**src/ipg_defines.svh**
```systemverilog
// constants for the idle, power-down and geometry command block
`ifndef IPG_DEFINES_SVH
`define IPG_DEFINES_SVH

`define IPG_OP_IDLE_A        8'hE3
`define IPG_OP_IDLE_B        8'h97
`define IPG_OP_IDLE_IMM_A    8'hE1
`define IPG_OP_IDLE_IMM_B    8'h95
`define IPG_OP_GEOM          8'h91

`define IPG_ADDR_CMD         4'h0
`define IPG_ADDR_SECCNT      4'h1
`define IPG_ADDR_DEVHEAD     4'h2
`define IPG_ADDR_ERROR       4'h3
`define IPG_ADDR_STATUS      4'h4
`define IPG_ADDR_GEOM        4'h5
`define IPG_ADDR_TIMEOUT     4'h6
`define IPG_ADDR_IRQ_STAT    4'h7
`define IPG_ADDR_IRQ_MASK    4'h8
`define IPG_ADDR_CTRL        4'h9

`define IPG_ERR_ABORT_BIT    2
`define IPG_ST_BUSY_BIT      7
`define IPG_ST_READY_BIT     6
`define IPG_ST_SEEK_BIT      4
`define IPG_ST_ERR_BIT       0

`define IPG_RETAIN_KEEP      8'h66
`define IPG_RETAIN_REVERT    8'hCC

`define IPG_IRQ_DONE_BIT     0
`define IPG_IRQ_STANDBY_BIT  1
`define IPG_IRQ_SPUN_BIT     2

// one tick per second of timeout, 40 MHz clock
`define IPG_CLK_HZ           40000000
`define IPG_TICK_SEC         1
`define IPG_TICK_CYCLES      (`IPG_CLK_HZ * `IPG_TICK_SEC)
// values 1-240 count in units of 5 seconds
`define IPG_UNIT_SEC         5
`define IPG_HALF_HOUR_SEC    1800
`define IPG_SEC_252          1260
`define IPG_SEC_253          28800
`define IPG_SEC_254          1270
`define IPG_SEC_255          1275
`define IPG_SPINUP_MS        100
`define IPG_SPINUP_CYCLES    ((`IPG_CLK_HZ / 1000) * `IPG_SPINUP_MS)

`endif

```
**src/ipg_pkg.sv**
```systemverilog
// types for the idle, power-down and geometry command block
package ipg_pkg;
  typedef enum logic [1:0] {IPG_STANDBY, IPG_SPINUP, IPG_IDLE} ipg_power_e;
  typedef struct packed {
    logic [3:0] addr;
    logic [7:0] wdata;
    logic       wr;
    logic       rd;
  } ipg_bus_s;
  typedef struct packed {
    logic [7:0] sectors;
    logic [3:0] heads_m1;
  } ipg_geom_s;
endpackage : ipg_pkg

```
**src/ipg_cmd_core.sv**
```systemverilog
// command handling for idle, idle immediate and geometry commands
// Operation
// (RQ1) timed idle: idle now, load, start timer
// (RQ2) spin up on idle unless already spinning
// (RQ3) idle keeps spinning, commands answered immediately
// (RQ4) zero timeout disables power-down, nonzero enables
// (RQ5) timeout code decoded per table
// (RQ6) expiry without access drops to standby
// (RQ7) host access reloads full interval
// (RQ8) immediate idle enters idle, spins up
// (RQ9) immediate idle keeps stored timeout
// (RQ10) geometry command stores sectors and heads
// (RQ11) stored geometry shown to identify data
// (RQ12) geometry kept unless revert option soft reset
// (RQ13) zero sectors means zero sectors
// (RQ14) heads minus one is four bits
// (RQ15) host keeps cylinder count in limit
// (RQ16) only abort reported; status at completion
// (RQ17) host sets device/head before opcode
// (RQ18) state kept internally; unused fields ignored
`timescale 1ns/100ps
`include "ipg_defines.svh"
module ipg_cmd_core #(
  parameter int unsigned TICK_CYCLES   = `IPG_TICK_CYCLES,
  parameter int unsigned SPINUP_CYCLES = `IPG_SPINUP_CYCLES
) (
  // clock and reset
  input  wire logic            mclk,
  input  wire logic            resetn,
  // register port
  input  wire ipg_pkg::ipg_bus_s bus,
  output logic [7:0]           rdata,
  // drive side
  input  wire logic            soft_reset,
  input  wire logic            spindle_spinning,
  output logic                 spin_up_req,
  output logic                 in_standby,
  output ipg_pkg::ipg_geom_s   id_geometry,
  // interrupt
  output logic                 irq
);
  import ipg_pkg::*;

  logic        rst_s1_r;
  logic        rst_n;
  logic [7:0]  seccnt_r;
  logic [7:0]  devhead_r;
  logic [7:0]  timeout_r;
  logic [7:0]  retain_r;
  logic        abort_r;
  logic        busy_r;
  logic        rdy_r;
  logic        err_r;
  ipg_power_e  power_r;
  ipg_geom_s   geom_r;
  logic [31:0] spin_cnt_r;
  logic [2:0]  irq_stat_r;
  logic [2:0]  irq_mask_r;
  logic        cmd_wr;
  logic        host_access;
  logic        timer_reload;
  logic        expire;
  logic        spun_ev;
  logic [7:0]  op;
  logic        is_idle;
  logic        is_imm;
  logic        is_geom;
  logic [2:0]  ev;

  // reset release through two flops
  always_ff @(posedge mclk or negedge resetn) begin
    if (!resetn) begin
      rst_s1_r <= 1'b0;
      rst_n    <= 1'b0;
    end else begin
      rst_s1_r <= 1'b1;
      rst_n    <= rst_s1_r;
    end
  end

  assign op          = bus.wdata;
  assign cmd_wr      = bus.wr && bus.addr == `IPG_ADDR_CMD;
  assign is_idle     = cmd_wr && (op == `IPG_OP_IDLE_A || op == `IPG_OP_IDLE_B);
  assign is_imm      = cmd_wr && (op == `IPG_OP_IDLE_IMM_A || op == `IPG_OP_IDLE_IMM_B);
  assign is_geom     = cmd_wr && op == `IPG_OP_GEOM;
  // reads and writes of command, sector count and device/head count as drive access
  assign host_access = (bus.wr || bus.rd) && bus.addr <= `IPG_ADDR_DEVHEAD;
  assign timer_reload = host_access; // see (RQ7)

  // task file fields latched from host writes
  always_ff @(posedge mclk or negedge rst_n) begin
    if (!rst_n) begin
      seccnt_r  <= 8'h00;
      devhead_r <= 8'hA0;
    end else if (bus.wr) begin
      if (bus.addr == `IPG_ADDR_SECCNT) seccnt_r <= bus.wdata;
      if (bus.addr == `IPG_ADDR_DEVHEAD) devhead_r <= bus.wdata; // see (RQ17)
    end
  end

  // timeout parameter only touched by the timed idle command
  always_ff @(posedge mclk or negedge rst_n) begin
    if (!rst_n) timeout_r <= 8'h00;
    else if (is_idle) timeout_r <= seccnt_r; // see (RQ1) see (RQ9) see (RQ18)
  end

  always_ff @(posedge mclk or negedge rst_n) begin
    if (!rst_n) retain_r <= `IPG_RETAIN_KEEP;
    else if (bus.wr && bus.addr == `IPG_ADDR_CTRL) retain_r <= bus.wdata;
  end

  // geometry; only head field of device/head used
  always_ff @(posedge mclk or negedge rst_n) begin
    if (!rst_n) geom_r <= '0;
    else if (is_geom) begin
      geom_r.sectors  <= seccnt_r;          // see (RQ10) see (RQ13)
      geom_r.heads_m1 <= devhead_r[3:0];    // see (RQ14) see (RQ18)
    end else if (soft_reset && retain_r == `IPG_RETAIN_REVERT)
      geom_r <= '0;                          // see (RQ12)
  end
  assign id_geometry = geom_r; // see (RQ11)

  // commands complete in one cycle, no wake-up wait
  always_ff @(posedge mclk or negedge rst_n) begin
    if (!rst_n) begin
      busy_r  <= 1'b0;
      rdy_r   <= 1'b0;
      abort_r <= 1'b0;
      err_r   <= 1'b0;
    end else if (cmd_wr) begin
      busy_r  <= 1'b0;                       // see (RQ3) see (RQ16)
      // ready follows completion, not spindle state, so standby commands report it too
      rdy_r   <= 1'b1;                       // see (RQ16)
      abort_r <= !(is_idle || is_imm || is_geom); // see (RQ16)
      err_r   <= !(is_idle || is_imm || is_geom);
    end
  end

  // power state
  always_ff @(posedge mclk or negedge rst_n) begin
    if (!rst_n) power_r <= IPG_STANDBY;
    else if (is_idle || is_imm)
      power_r <= spindle_spinning ? IPG_IDLE : IPG_SPINUP; // see (RQ2) see (RQ8)
    else begin
      unique case (power_r)
        IPG_STANDBY: power_r <= IPG_STANDBY;
        IPG_SPINUP:  if (spindle_spinning) power_r <= IPG_IDLE;
        IPG_IDLE:    if (expire) power_r <= IPG_STANDBY; // see (RQ6)
      endcase
    end
  end

  // spin-up request held until spindle reports speed or time runs out
  always_ff @(posedge mclk or negedge rst_n) begin
    if (!rst_n) spin_cnt_r <= 32'h0;
    else if (power_r == IPG_SPINUP) spin_cnt_r <= spin_cnt_r + 32'h1;
    else spin_cnt_r <= 32'h0;
  end
  assign spin_up_req = (power_r == IPG_SPINUP) && spin_cnt_r < SPINUP_CYCLES;
  assign in_standby  = (power_r == IPG_STANDBY);
  assign spun_ev     = (power_r == IPG_SPINUP) && spindle_spinning;

  // timer runs only in idle with nonzero timeout
  ipg_timeout_timer #(
    .TICK_CYCLES (TICK_CYCLES)
  ) u_timer (
    .mclk   (mclk),
    .rst_n  (rst_n),
    .reload (timer_reload || is_idle),                  // see (RQ1)
    .code   (is_idle ? seccnt_r : timeout_r),
    .run    (power_r == IPG_IDLE && timeout_r != 8'h00), // see (RQ4)
    .expire (expire)
  );

  // sticky interrupts: set wins over write-one clear
  assign ev = {spun_ev, expire, cmd_wr};
  always_ff @(posedge mclk or negedge rst_n) begin
    if (!rst_n) irq_stat_r <= 3'h0;
    else if (bus.wr && bus.addr == `IPG_ADDR_IRQ_STAT)
      irq_stat_r <= (irq_stat_r & ~bus.wdata[2:0]) | ev;
    else irq_stat_r <= irq_stat_r | ev;
  end

  always_ff @(posedge mclk or negedge rst_n) begin
    if (!rst_n) irq_mask_r <= 3'h0;
    else if (bus.wr && bus.addr == `IPG_ADDR_IRQ_MASK) irq_mask_r <= bus.wdata[2:0];
  end
  assign irq = |(irq_stat_r & irq_mask_r);

  // read data one cycle after strobe
  always_ff @(posedge mclk or negedge rst_n) begin
    if (!rst_n) rdata <= 8'h00;
    else if (bus.rd) begin
      unique case (bus.addr)
        `IPG_ADDR_SECCNT:   rdata <= seccnt_r;
        `IPG_ADDR_DEVHEAD:  rdata <= devhead_r;
        `IPG_ADDR_ERROR:    rdata <= {5'h00, abort_r, 2'b00};
        `IPG_ADDR_STATUS:   rdata <= {busy_r, rdy_r, 1'b0,
                                      power_r == IPG_IDLE, 3'b000, err_r};
        `IPG_ADDR_GEOM:     rdata <= geom_r.sectors;
        `IPG_ADDR_TIMEOUT:  rdata <= timeout_r;
        `IPG_ADDR_IRQ_STAT: rdata <= {5'h00, irq_stat_r};
        `IPG_ADDR_IRQ_MASK: rdata <= {5'h00, irq_mask_r};
        `IPG_ADDR_CTRL:     rdata <= retain_r;
        default:            rdata <= 8'h00;
      endcase
    end else rdata <= 8'h00;
  end

  AST_IDLE_LOADS: assert property (@(posedge mclk) disable iff (!rst_n) // see (RQ1)
    is_idle |=> timeout_r == $past(seccnt_r))
    else $error("timed idle did not load timeout");
  AST_IMM_KEEPS: assert property (@(posedge mclk) disable iff (!rst_n) // see (RQ9)
    is_imm |=> $stable(timeout_r))
    else $error("immediate idle changed timeout");
  AST_SKIP_SPIN: assert property (@(posedge mclk) disable iff (!rst_n) // see (RQ2)
    (is_idle || is_imm) && spindle_spinning |=> power_r == IPG_IDLE)
    else $error("spin-up not skipped");
  AST_SPINUP: assert property (@(posedge mclk) disable iff (!rst_n) // see (RQ8)
    is_imm && !spindle_spinning |=> spin_up_req)
    else $error("no spin-up on immediate idle");
  AST_NO_PD: assert property (@(posedge mclk) disable iff (!rst_n) // see (RQ4)
    timeout_r == 8'h00 && power_r == IPG_IDLE && !is_idle |=> power_r == IPG_IDLE)
    else $error("power-down while disabled");
  AST_GEOM: assert property (@(posedge mclk) disable iff (!rst_n) // see (RQ10)
    is_geom |=> geom_r == {$past(seccnt_r), $past(devhead_r[3:0])})
    else $error("geometry not stored");
  AST_ABORT: assert property (@(posedge mclk) disable iff (!rst_n) // see (RQ16)
    cmd_wr && !(is_idle || is_imm || is_geom) |=> abort_r && err_r && !busy_r)
    else $error("abort not reported");
  AST_DONE: assert property (@(posedge mclk) disable iff (!rst_n) // see (RQ16)
    cmd_wr |=> rdy_r && !busy_r)
    else $error("completion status not ready");
  AST_RDATA: assert property (@(posedge mclk) disable iff (!rst_n)
    !bus.rd |=> rdata == 8'h00)
    else $error("read data outside read cycle");

  COV_IDLE: cover property (@(posedge mclk) disable iff (!rst_n) is_idle);
  COV_STBY: cover property (@(posedge mclk) disable iff (!rst_n) expire);
  COV_GEOM: cover property (@(posedge mclk) disable iff (!rst_n) is_geom);
endmodule : ipg_cmd_core

```
**src/ipg_timeout_timer.sv**
```systemverilog
// auto power-down countdown in seconds with reload
`timescale 1ns/100ps
`include "ipg_defines.svh"
module ipg_timeout_timer #(
  parameter int unsigned TICK_CYCLES = `IPG_TICK_CYCLES
) (
  // clock and reset
  input  wire logic        mclk,
  input  wire logic        rst_n,
  // control
  input  wire logic        reload,
  input  wire logic [7:0]  code,
  input  wire logic        run,
  // result
  output logic             expire
);
  import ipg_pkg::*;

  logic [31:0] tick_cnt_r;
  logic [15:0] sec_cnt_r;
  logic        tick;

  // decode the timeout code into seconds
  function automatic logic [15:0] ipg_decode(input logic [7:0] v);
    logic [15:0] s;
    s = 16'h0000;
    if (v >= 8'hF1 && v <= 8'hFB)
      s = 16'(({8'h00, v} - 16'h00F0) * `IPG_HALF_HOUR_SEC);
    else if (v == 8'hFC) s = 16'(`IPG_SEC_252);
    else if (v == 8'hFD) s = 16'(`IPG_SEC_253);
    else if (v == 8'hFE) s = 16'(`IPG_SEC_254);
    else if (v == 8'hFF) s = 16'(`IPG_SEC_255);
    else s = 16'({8'h00, v} * `IPG_UNIT_SEC);
    return s;
  endfunction : ipg_decode

  assign tick = (tick_cnt_r == TICK_CYCLES - 1);

  always_ff @(posedge mclk or negedge rst_n) begin
    if (!rst_n) tick_cnt_r <= 32'h0;
    else if (reload || tick) tick_cnt_r <= 32'h0;
    else if (run) tick_cnt_r <= tick_cnt_r + 32'h1;
  end

  // reload restarts the full interval; zero code leaves it stopped
  always_ff @(posedge mclk or negedge rst_n) begin
    if (!rst_n) sec_cnt_r <= 16'h0;
    else if (reload) sec_cnt_r <= ipg_decode(code); // see (RQ5) see (RQ7)
    else if (run && tick && sec_cnt_r != 16'h0) sec_cnt_r <= sec_cnt_r - 16'h1;
  end

  always_ff @(posedge mclk or negedge rst_n) begin
    if (!rst_n) expire <= 1'b0;
    else expire <= run && !reload && tick && (sec_cnt_r == 16'h1); // see (RQ6)
  end

  AST_DECODE_253: assert property (@(posedge mclk) disable iff (!rst_n) // see (RQ5)
    reload && code == 8'hFD |=> sec_cnt_r == 16'h7080)
    else $error("code 253 not eight hours");
  AST_DECODE_241: assert property (@(posedge mclk) disable iff (!rst_n) // see (RQ5)
    reload && code == 8'hF1 |=> sec_cnt_r == 16'h0708)
    else $error("code 241 not half hour");
endmodule : ipg_timeout_timer
```
**config.mk**
```make
export PLATFORM = sky130hd
export DESIGN_NAME = ipg_cmd_core
export DESIGN_NICKNAME = d
export VERILOG_FILES = /design/src/ipg_pkg.sv /design/src/ipg_cmd_core.sv /design/src/ipg_timeout_timer.sv
export VERILOG_INCLUDE_DIRS = /design/src
export SDC_FILE = /design/constraint.sdc
export NUM_CORES = 1
export LEC_CHECK = 0
export BUFFER_PORTS_ARGS = -buffer_cell sky130_fd_sc_hd__buf_2
export CAP_MARGIN = 10
export CORE_AREA = 5 5 132 134
export CTS_CLUSTER_DIAMETER = 50
export DETAILED_ROUTE_END_ITERATION = 10
export DIE_AREA = 0 0 137 139
export PLACE_DENSITY = 0.84
export SLEW_MARGIN = 20
export SYNTH_ARGS = -nofsm -noshare
export SYNTH_HDL_FRONTEND = slang
export SYNTH_HIERARCHICAL = 1
export SYNTH_SLANG_ARGS = --single-unit
```
**constraint.sdc**
```tcl
create_clock -name mclk -period 4.57 [get_ports mclk]
set_input_delay 0.914 -clock mclk [delete_from_list [all_inputs] [get_ports mclk]]
set_output_delay 0.914 -clock mclk [all_outputs]
set_load 0.005 [all_outputs]
```
==> results.toml, run 1 <==
[status]
status = "finished with violations"
failed_checks = "negative setup slack"

[worst_setup_path]
r2r-end = "u_timer/sec_cnt_r[14]"
end_kind = "flop"
crit_arrival_ns = 5.20
r2r-start = "seccnt_r[2]"
worst-path-max-fanout = 7
path_class = "primary input to flop"
required_ns = 4.89
cp-endpoint = "u_timer/sec_cnt_r[14]"
startpoint = "bus[6]"
startpoint_type = "primary input"
r2r_slack_ns = 1.01
ff2ff_path_depth = 15

[power_and_ir_drop]
p_seq_share_pct = 43.3
cellLeakagePower_nw = 4.64
swShare_pct = 24.0
powerDensity_nw_per_um2 = 320
netSwitchingPower_mw = 0.809
ir_drop_v = 0.000270
internal-power_mw = 2.56
clock_power_share_pct = 47.4
combPwrFrac_pct = 9.3

[die]
num_rows = 47
floorplan.initialDensity_pct = 54.2
die_h_um = 139
die_w_um = 137
fp.coreArea_um2 = 16200
dieArea_um2 = 19000
pin_count = 41

[logic_synthesis]
yosysWarnings = 6
synth_area_um2 = 8770
synth_top_area_share_pct = 39.7
synthDistinctLibCells = 72
syn_avg_cell_area_um2 = 9.89
synthTopCellsByArea = "dfrtp_1 40%, ha_1 6.3%, mux2_2 4.0%"
syn_inst = 887
synth-async-reset-ratio_pct = 100
synth-seq-area-share_pct = 41.5
synth_edf_count = 0
synth_top_cell_by_area = "dfrtp_1"
ys.flop_type = "dfrtp_1"
synth_fp_nets = 958
synth-seq-cells = 145

[detailed_routing]
drt_iter0_markers = 1007
drc = 0
vias_per_cell = 6.24
routedWlPerCell_um = 19.0
drtPass1Iterations = 5
drtAntennaViolNets = 0
drt-total-wl_mm = 22.9
vias = 7523

[sta]
tightest_slew_ns = 1.05
hold_violations = 0
timing.final.ws_setup_ns = -0.310
min_period_ns = 4.88
slew_viol_final = 0
rsz0062_at_grt = "true"
maxSlewHeadroom_pct = 29.8
fin_crit_sh_pct = 107
fmax_mhz = 205
clock_skew_ns = 0.00864
report.final.setup_viol = 5

[global_route]
grt_pass1_vias = 7440
grt_usage_pct = 24.5
grt-ovfl-total = 0
grt_max_degree = 54
antenna_found_initial = 0
grt_pass1_wl_mm = 37.5

[clocking]
clk_latency_ns = 0.43
cts_sinks = 145
cts_max_level = 4
clk_pin_slew_ns = 0.06
cts_buffer_depth = 2
cts_tree = "done"
cts_buffers = 17
root_buffer = "clkbuf_16"

[layout]
syn_to_final_growth_pct = 20.1
antenna_cells = 0
final_util_pct = 65.1
drive_gt1_share_pct = 23.8
nNetsFinal = 1043

[hold_path]
hold_class = "primary input to async pin"

[place]
gp_congestion = 0.907
io_buffers = 40
hpwl_mm = 14.7
place_ws_ns = -0.791

[job]
maxCapViolCount = 0
[layer usage]
metal  wire length (µm)  GRT usage (%)  vias up
met5                  0              0        -
met2              10900           38.2      353
li1                   -              -     3395
met4                872           12.4        0
met3               1630           4.43       83
met1               9410           32.6     3692
[how the worst min path moves through the flow]
stage | from | endpoint | slack, ns | depth (start not counted)
after floorplan | rst_s1_r | rst_n | 0.33 | 0
after detailed placement | rst_s1_r | rst_n | 0.34 | 0
after CTS | resetn | rst_n | 0.25 | 1
after global routing | resetn | rst_n | 0.24 | 1
after global placement | rst_s1_r | rst_n | 0.33 | 0
final | resetn | rst_n | 0.25 | 1
[critical path: stages]
cell and delay [ns]:
buf_8 0.10, or4bb_4 0.54, a2111oi_4 0.44, nand2_4 0.16
mux2_4 0.28, inv_4 0.04, fa_1 0.55, inv_2 0.06
ha_4 0.23, fa_1 0.48, ha_4 0.31, inv_2 0.04
fa_2 0.41, inv_2 0.06, a21o_1 0.12, a21oi_2 0.06
xor2_1 0.13, nor2_1 0.05, o22a_1 0.20
[power by group through the flow]
stage,logic [mW],clock network [mW],registers [mW]
2_1_floorplan,0.202,0,1.46
3_3_place_gp,0.281,0,1.47
3_5_place_dp,0.293,0,1.48
4_1_cts,0.305,1.61,1.46
5_1_grt,0.345,1.67,1.47
6_report,0.314,1.60,1.46
[logic make-up (layout without fill, tap and decap cells)]
kind of cell | after synthesis | after routing | synth area share [%]
other | 1 | 1 | 0.0428
AO/OA/AOI/OAI | 176 | 176 | 13.7
multiplexers | 48 | 48 | 6.38
AND/OR/NAND/NOR | 327 | 327 | 20.4
buffers and inverters | 74 | 172 | 3.41
flip-flops | 145 | 145 | 41.5
XOR/XNOR | 63 | 63 | 6.29
adder cells (fa/ha/maj) | 53 | 53 | 8.33
[cell type report]
type | count | area [µm²]
flip-flops and latches | 145 | 3640
inverters | 34 | 135
repair buffers | 106 | 739
fillers | 1135 | 5640
multi-input cells | 668 | 5070
clock buffers | 19 | 443
well taps | 220 | 275
clock inverters | 13 | 231
[cells in the final DEF, fill, tap and decap left out, types with 29 or more instances in the layout]
| cell type | synthesis | layout |
|---|---|---|
| o21ai_0 | 37 | 33 |
| a21oi_1 | 49 | 43 |
| nor2_1 | 78 | 78 |
| xnor2_1 | 31 | 29 |
| xor2_1 | 32 | 31 |
| mux2_2 | 31 | 31 |
| ha_1 | 44 | 32 |
| buf_2 | 4 | 36 |
| nand3_1 | 35 | 35 |
| dfrtp_1 | 139 | 138 |
| buf_4 | 0 | 63 |
| nand2_1 | 49 | 49 |
[flip-flops by register name, summed over array words and instances, names as in the netlist]
name,flops
spin_cnt_r,32
u_timer/tick_cnt_r,32
u_timer/sec_cnt_r,16
id_geometry,12
devhead_r,8
rdata,8
retain_r,8
seccnt_r,8
timeout_r,8
irq_mask_r,3
irq_stat_r,3
power_r,2
err_r,1
rdy_r,1
rst_n,1
rst_s1_r,1
u_timer/expire,1
[synthesized netlist by cell type, drive strengths merged, types with 8 or more instances]
library cell	count
and4	9
clkbuf	30
nand3	36
a21oi	49
or4	17
nor2	78
nor2b	11
nand4	22
fa	9
nor3	19
ha	44
inv	34
xor2	32
nand2b	13
nand2	51
mux2i	9
a21o	12
a22o	16
buf	10
and2	8
xnor2	31
mux2	39
o21ai	39
o31ai	14
nor4	18
dfrtp	139
or3	11
[through the flow]
| stage | setup TNS, ns | hold slack, ns | power (mW) | area, µm² | cells |
|---|---|---|---|---|---|
| detailed placement | -3.62 | 0.339 | 1.77 | 9560 | 1160 |
| global route | -1.65 | 0.244 | 3.48 | 10500 | 1205 |
| finish | -0.952 | 0.253 | 3.37 | 10500 | 1205 |
| floorplan | -2.19 | 0.331 | 1.66 | 8850 | 887 |
| CTS | -0.850 | 0.246 | 3.37 | 10400 | 1203 |
| global placement | -2.96 | 0.335 | 1.76 | 9560 | 1160 |
[repair_timing]
| action | 4_1_cts | 5_1_grt |
|---|---|---|
| hold buffers | 0 | 0 |
| pin swaps | 22 | 24 |
| buffers inserted | 11 | 2 |
| endpoints found under the setup margin | 5 | 9 |
| gates resized for setup | 19 | 17 |
(Power assumes the default switching activity.)
==> run 2, diff against run 1 <==
CORE_AREA = 2 2 129 131   (was 5 5 132 134)
DIE_AREA = 0 0 131 133   (was 0 0 137 139)
SKIP_CTS_REPAIR_TIMING = 1   (was unset)
==> run 2 against run 1 <==
Compared with the run above:
- the flow still finishes with violations (negative setup slack)
- fmax shrank 2.9%
- sequential power hardly changed
- first-iteration DRC count fell by 12%
==> results.toml, run 2 (same netlist as run 1, synthesis figures left out) <==
[status]
status = "finished with violations"
failed_checks = "negative setup slack"

[power_and_ir_drop]
cellLeakagePower_nw = 4.57
powerDensity_nw_per_um2 = 305
ir_drop_v = 0.000316
p_total_mw = 3.17

[place]
post-place-cells = 1158
hpwl_mm = 14.8
io_buffers = 40
gp_congestion = 0.936

[sta]
clock_skew_ns = 0.00848
rsz0062_at_grt = "true"
fin_crit_sh_pct = 110
slew_viol_final = 0
min_period_ns = 5.03
timing.final.ws_setup_ns = -0.456
tightest_slew_ns = 1.01
maxSlewHeadroom_pct = 32.7
report.final.setup_viol = 5
fmax_mhz = 199
hold_violations = 0

[die]
num_rows = 47
dieArea_um2 = 17400
floorplan.initialDensity_pct = 54.2
die_w_um = 131
pin_count = 41
fp.coreArea_um2 = 16200
die_h_um = 133

[layout]
final_cell_mix = "138 x dfrtp_1, 77 x nor2_1, 56 x buf_4"
nNetsFinal = 1038
syn_to_final_growth_pct = 18.6
final_cells = 1200
fill_cells = 1184
mostFrequentLayoutCell = "dfrtp_1"
largest_registers = "spin_cnt_r: 32 flops, u_timer/tick_cnt_r: 32 flops, u_timer/sec_cnt_r: 16 flops"
drive_gt1_share_pct = 22.7
antenna_cells = 0

[global_route]
grt_pass1_wl_mm = 34.9
grt-ovfl-total = 0
antenna_found_initial = 0
grt_max_degree = 104
grt_usage_pct = 25.3
grt_pass1_vias = 7065

[detailed_routing]
routedWlPerCell_um = 18.7
drc = 0
drtPass1Iterations = 7
vias_per_cell = 6.21
drtAntennaViolNets = 0
drt_iter0_markers = 882
drt-total-wl_mm = 22.4
vias = 7457

[clocking]
root_buffer = "clkbuf_16"
cts_buffers = 17
clk_pin_slew_ns = 0.06
cts_max_level = 4
clk_latency_ns = 0.44
cts_sinks = 145
cts_buffer_depth = 2
cts_tree = "done"

[job]
maxCapViolCount = 0

[worst_setup_path]
r2r_slack_ns = 0.85
required_ns = 4.88
startpoint_type = "primary input"
worst-path-max-fanout = 6
path_class = "primary input to flop"
end_kind = "flop"
crit_arrival_ns = 5.34

[hold_path]
hold_class = "primary input to async pin"
-- run 2: final timing paths --
check                      depth (start not counted)   startpoint                    end
hold / removal                                     1       resetn                  rst_n
min in group mclk                                  0     rst_s1_r                  rst_n
setup reg to reg                                  13  seccnt_r[2]  u_timer/sec_cnt_r[15]
hold reg to reg                                    0        rst_n  u_timer/sec_cnt_r[13]
max in group asynchronous                          1        rst_n          spin_cnt_r[8]
setup / recovery                                  17       bus[7]  u_timer/sec_cnt_r[15]
-- run 2: cell type report --
class / instances / area [µm²] / area share [%]
well taps: 220 / 275 / 2.65
clock buffers: 23 / 488 / 4.69
inverters: 34 / 130 / 1.25
clock inverters: 9 / 108 / 1.03
multi-input cells: 668 / 5050 / 48.6
repair buffers: 101 / 708 / 6.81
flip-flops and latches: 145 / 3640 / 35.0
-- run 2: worst max-delay path: stages --
cell and delay [ns]:
buf_8 0.10, or4bb_4 0.55, a2111oi_4 0.44, nand2_4 0.14, mux2_4 0.35, buf_6 0.14, fa_2 0.62, ha_4 0.15
fa_1 0.42, ha_1 0.35, ha_1 0.29, a21o_1 0.20, a21oi_2 0.18, buf_4 0.14, o21ai_2 0.06, xnor2_1 0.20
o22ai_1 0.09
-- run 2: report_power, final --
| group | internal, mW | total (mW) | switching, mW |
|---|---|---|---|
| combinational | 0.147 | 0.311 | 0.163 |
| sequential | 1.37 | 1.46 | 0.0881 |
| clock | 0.859 | 1.40 | 0.542 |
| total | 2.38 | 3.17 | 0.794 |
-- run 2: metrics by stage --
step,cell area [µm²],TNS [ns],hold slack (ns),setup WS [ns],utilization (%)
2_1_floorplan,8850,-2.19,0.331,-0.529,-
3_3_place_gp,9560,-3.19,0.335,-0.645,59.1
3_5_place_dp,9560,-3.78,0.339,-0.754,59.1
4_1_cts,10200,-1.23,0.247,-0.363,62.8
5_1_grt,10400,-2.03,0.247,-0.562,64.3
6_report,10400,-1.70,0.255,-0.456,64.3
-- run 2: layer usage --
| metal | wire (µm) | track usage, % |
|---|---|---|
| met2 | 10500 | 38.4 |
| met5 | 0 | 0 |
| met4 | 794 | 11.1 |
| met3 | 1480 | 5.54 |
| met1 | 9640 | 34.9 |
==> run 3, diff against run 2 <==
ABC_AREA = 1   (was unset)
BUFFER_PORTS_ARGS = -buffer_cell sky130_fd_sc_hd__clkbuf_2   (was -buffer_cell sky130_fd_sc_hd__buf_2)
CORE_AREA = 2 2 135 137   (was 2 2 129 131)
DIE_AREA = 0 0 137 139   (was 0 0 131 133)
PLACE_DENSITY = 0.82   (was 0.84)
clock period = 5.9 ns   (was 4.57 ns; I/O delays follow)
==> run 3 against run 2 <==
Compared with the run above:
- the flow now finishes without violations
- core utilization down 3.3 points
- critical path depth is 10 higher
- register-to-register slack better by 1.1 ns
- largest cell class unchanged
- sequential power is 20% lower
- critical endpoint is now u_timer/sec_cnt_r[14]
- design area up 3.6%
- flip-flop and latch count did not move
- final cell count increased by 37%
==> results.toml, run 3 <==
[sta]
fin_crit_sh_pct = 85.9
clock_skew_ns = 0.0122
tightest_slew_ns = 0.767
fin_setup_tns_ns = 0
hold_violations = 0
maxSlewHeadroom_pct = 48.9
report.final.setup_viol = 0
timing.final.ws_setup_ns = 0.831
min_period_ns = 5.07
rsz0062_at_grt = "false"
fmax_mhz = 197
slew_viol_final = 0

[worst_setup_path]
crit_top_cell = "nand2_1"
end_kind = "flop"
required_ns = 6.22
crit_arrival_ns = 5.39
startpoint_type = "primary input"
worst-path-buf-inv = 5
worst-path-max-fanout = 9
crit_path_max_incr_delay_ns = 0.56
crit_family = "adder cells"
critPathSlowestCell = "fa_1"
path_class = "primary input to flop"

[detailed_routing]
routedWlPerCell_um = 14.9
drtAntennaViolNets = 0
vias_per_cell = 5.66
drtPass1Iterations = 6
drt-total-wl_mm = 24.5
drt_iter0_markers = 806
vias = 9310
drc = 0

[place]
hpwl_mm = 17.6
place_ws_ns = 0.437
gp_congestion = 0.930
post-place-cells = 1614
dpl-instance-area_um2 = 10100
io_buffers = 40

[die]
die_h_um = 139
pin_count = 41
die_w_um = 137
dieArea_um2 = 19000
num_rows = 49
fp.coreArea_um2 = 17700
floorplan.initialDensity_pct = 55.3

[logic_synthesis]
synth-seq-area-share_pct = 37.3
syn_avg_cell_area_um2 = 7.18
synth_edf_count = 0
synth_fp_nets = 1430
synth-seq-cells = 145
synthTopCellsByArea = "dfrtp_1 36%, nand2_1 16%, nor2_1 6.5%"
synth_top_area_share_pct = 35.7
synth-async-reset-ratio_pct = 100
synthDistinctLibCells = 56
synth_top_cell_by_area = "dfrtp_1"
syn_inst = 1359
yosysWarnings = 6
synth_most_common_cell = "nand2_1"
synthTopCellsByCount = "427 x nand2_1, 168 x nor2_1, 146 x inv_1"
ys.flop_type = "dfrtp_1"
synth_area_um2 = 9760

[layout]
final_cell_mix = "427 x nand2_1, 168 x nor2_1, 146 x inv_1"
nNetsFinal = 1475
design_area_um2 = 10800
mostFrequentLayoutCell = "nand2_1"
fill_cells = 1527
final_cells = 1646
syn_to_final_growth_pct = 10.4
antenna_cells = 0
drive_gt1_share_pct = 11.3
regArea_um2 = 3640
largest_registers = "spin_cnt_r: 32 flops, u_timer/tick_cnt_r: 32 flops, u_timer/sec_cnt_r: 16 flops"
multiInputGateArea_um2 = 5390

[global_route]
grt_usage_pct = 26.6
grt_pass1_vias = 8769
grt_max_degree = 85
antenna_found_initial = 0
grt_pass1_wl_mm = 41.1
grt-ovfl-total = 0

[clocking]
cts_buffer_depth = 2
cts_buffers = 17
cts_max_level = 4
root_buffer = "clkbuf_16"
cts_tree = "done"
cts_sinks = 145
clk_latency_ns = 0.44
clk_pin_slew_ns = 0.06

[power_and_ir_drop]
ir_drop_v = 0.000205
p_total_mw = 2.69
powerDensity_nw_per_um2 = 250
cellLeakagePower_nw = 5.30

[status]
status = "finished clean"

[hold_path]
hold_class = "flop to flop"

[job]
maxCapViolCount = 0
-- run 3: changes by cell type after synthesis, sizes merged, moves of 15 or more --
cell and change:
mux2 -39, nand3 +56, nor3 +28, or4 -17, xor2 -15, a22o -16, nand2 +390, clkbuf -26
o21ai +49, inv +121, nor2 +108, xnor2 -30
-- run 3: cell type report --
| cell class | instances | share of cell area [%] |
|---|---|---|
| tap | 229 | 2.66 |
| multi-input combinational | 1039 | 50.1 |
| clock inverter | 15 | 1.81 |
| inverter | 155 | 5.40 |
| timing repair buffer | 46 | 2.31 |
| clock buffer | 17 | 3.95 |
| sequential | 145 | 33.8 |
-- run 3: per-layer routing --
| metal | GRT usage [%] | share of wire, % |
|---|---|---|
| met5 | 0 | 0 |
| met4 | 9.82 | 2.7 |
| met3 | 4.93 | 7.3 |
| met2 | 42.6 | 48 |
| met1 | 36.0 | 43 |
-- run 3: worst paths after layout --
path	from	cells past startpoint	end	slack, ns
worst min register to register	rst_s1_r	0	rst_n	0.35
worst max-delay path	bus[6]	27	u_timer/sec_cnt_r[14]	0.83
worst max register to register	seccnt_r[1]	22	u_timer/sec_cnt_r[14]	1.91
worst min-delay path	rst_s1_r	0	rst_n	0.35
max in group asynchronous	rst_n	1	timeout_r[1]	4.29
min in group asynchronous	rst_n	0	spin_cnt_r[9]	0.40
-- run 3: where the power goes --
part / total [mW] / leakage, nW / switching, mW / internal (mW)
combinational: 0.375 / 3.07 / 0.239 / 0.136
clock: 1.14 / 0.298 / 0.464 / 0.678
sequential: 1.17 / 1.94 / 0.0870 / 1.09
total: 2.69 / 5.30 / 0.790 / 1.90
-- run 3: logic make-up (layout without fill, tap and decap cells) --
group	Yosys count	after routing	share of synthesized area [%]
and+or+nand+nor	813	813	37.0
buffers and inverters	175	233	7.50
AOI/OAI and AO/OA	154	154	9.07
DFF	145	145	37.3
adders and majority gates	53	53	7.49
xor gates and xnor gates	18	18	1.62
other	1	1	0.0384
-- run 3: metrics by stage --
stage          utilization, %  hold slack, ns
6_report                 61.0           0.350
5_1_grt                  61.0           0.367
4_1_cts                  61.0           0.350
3_5_place_dp             57.5           0.336
3_3_place_gp             57.5           0.340
2_1_floorplan               -           0.331
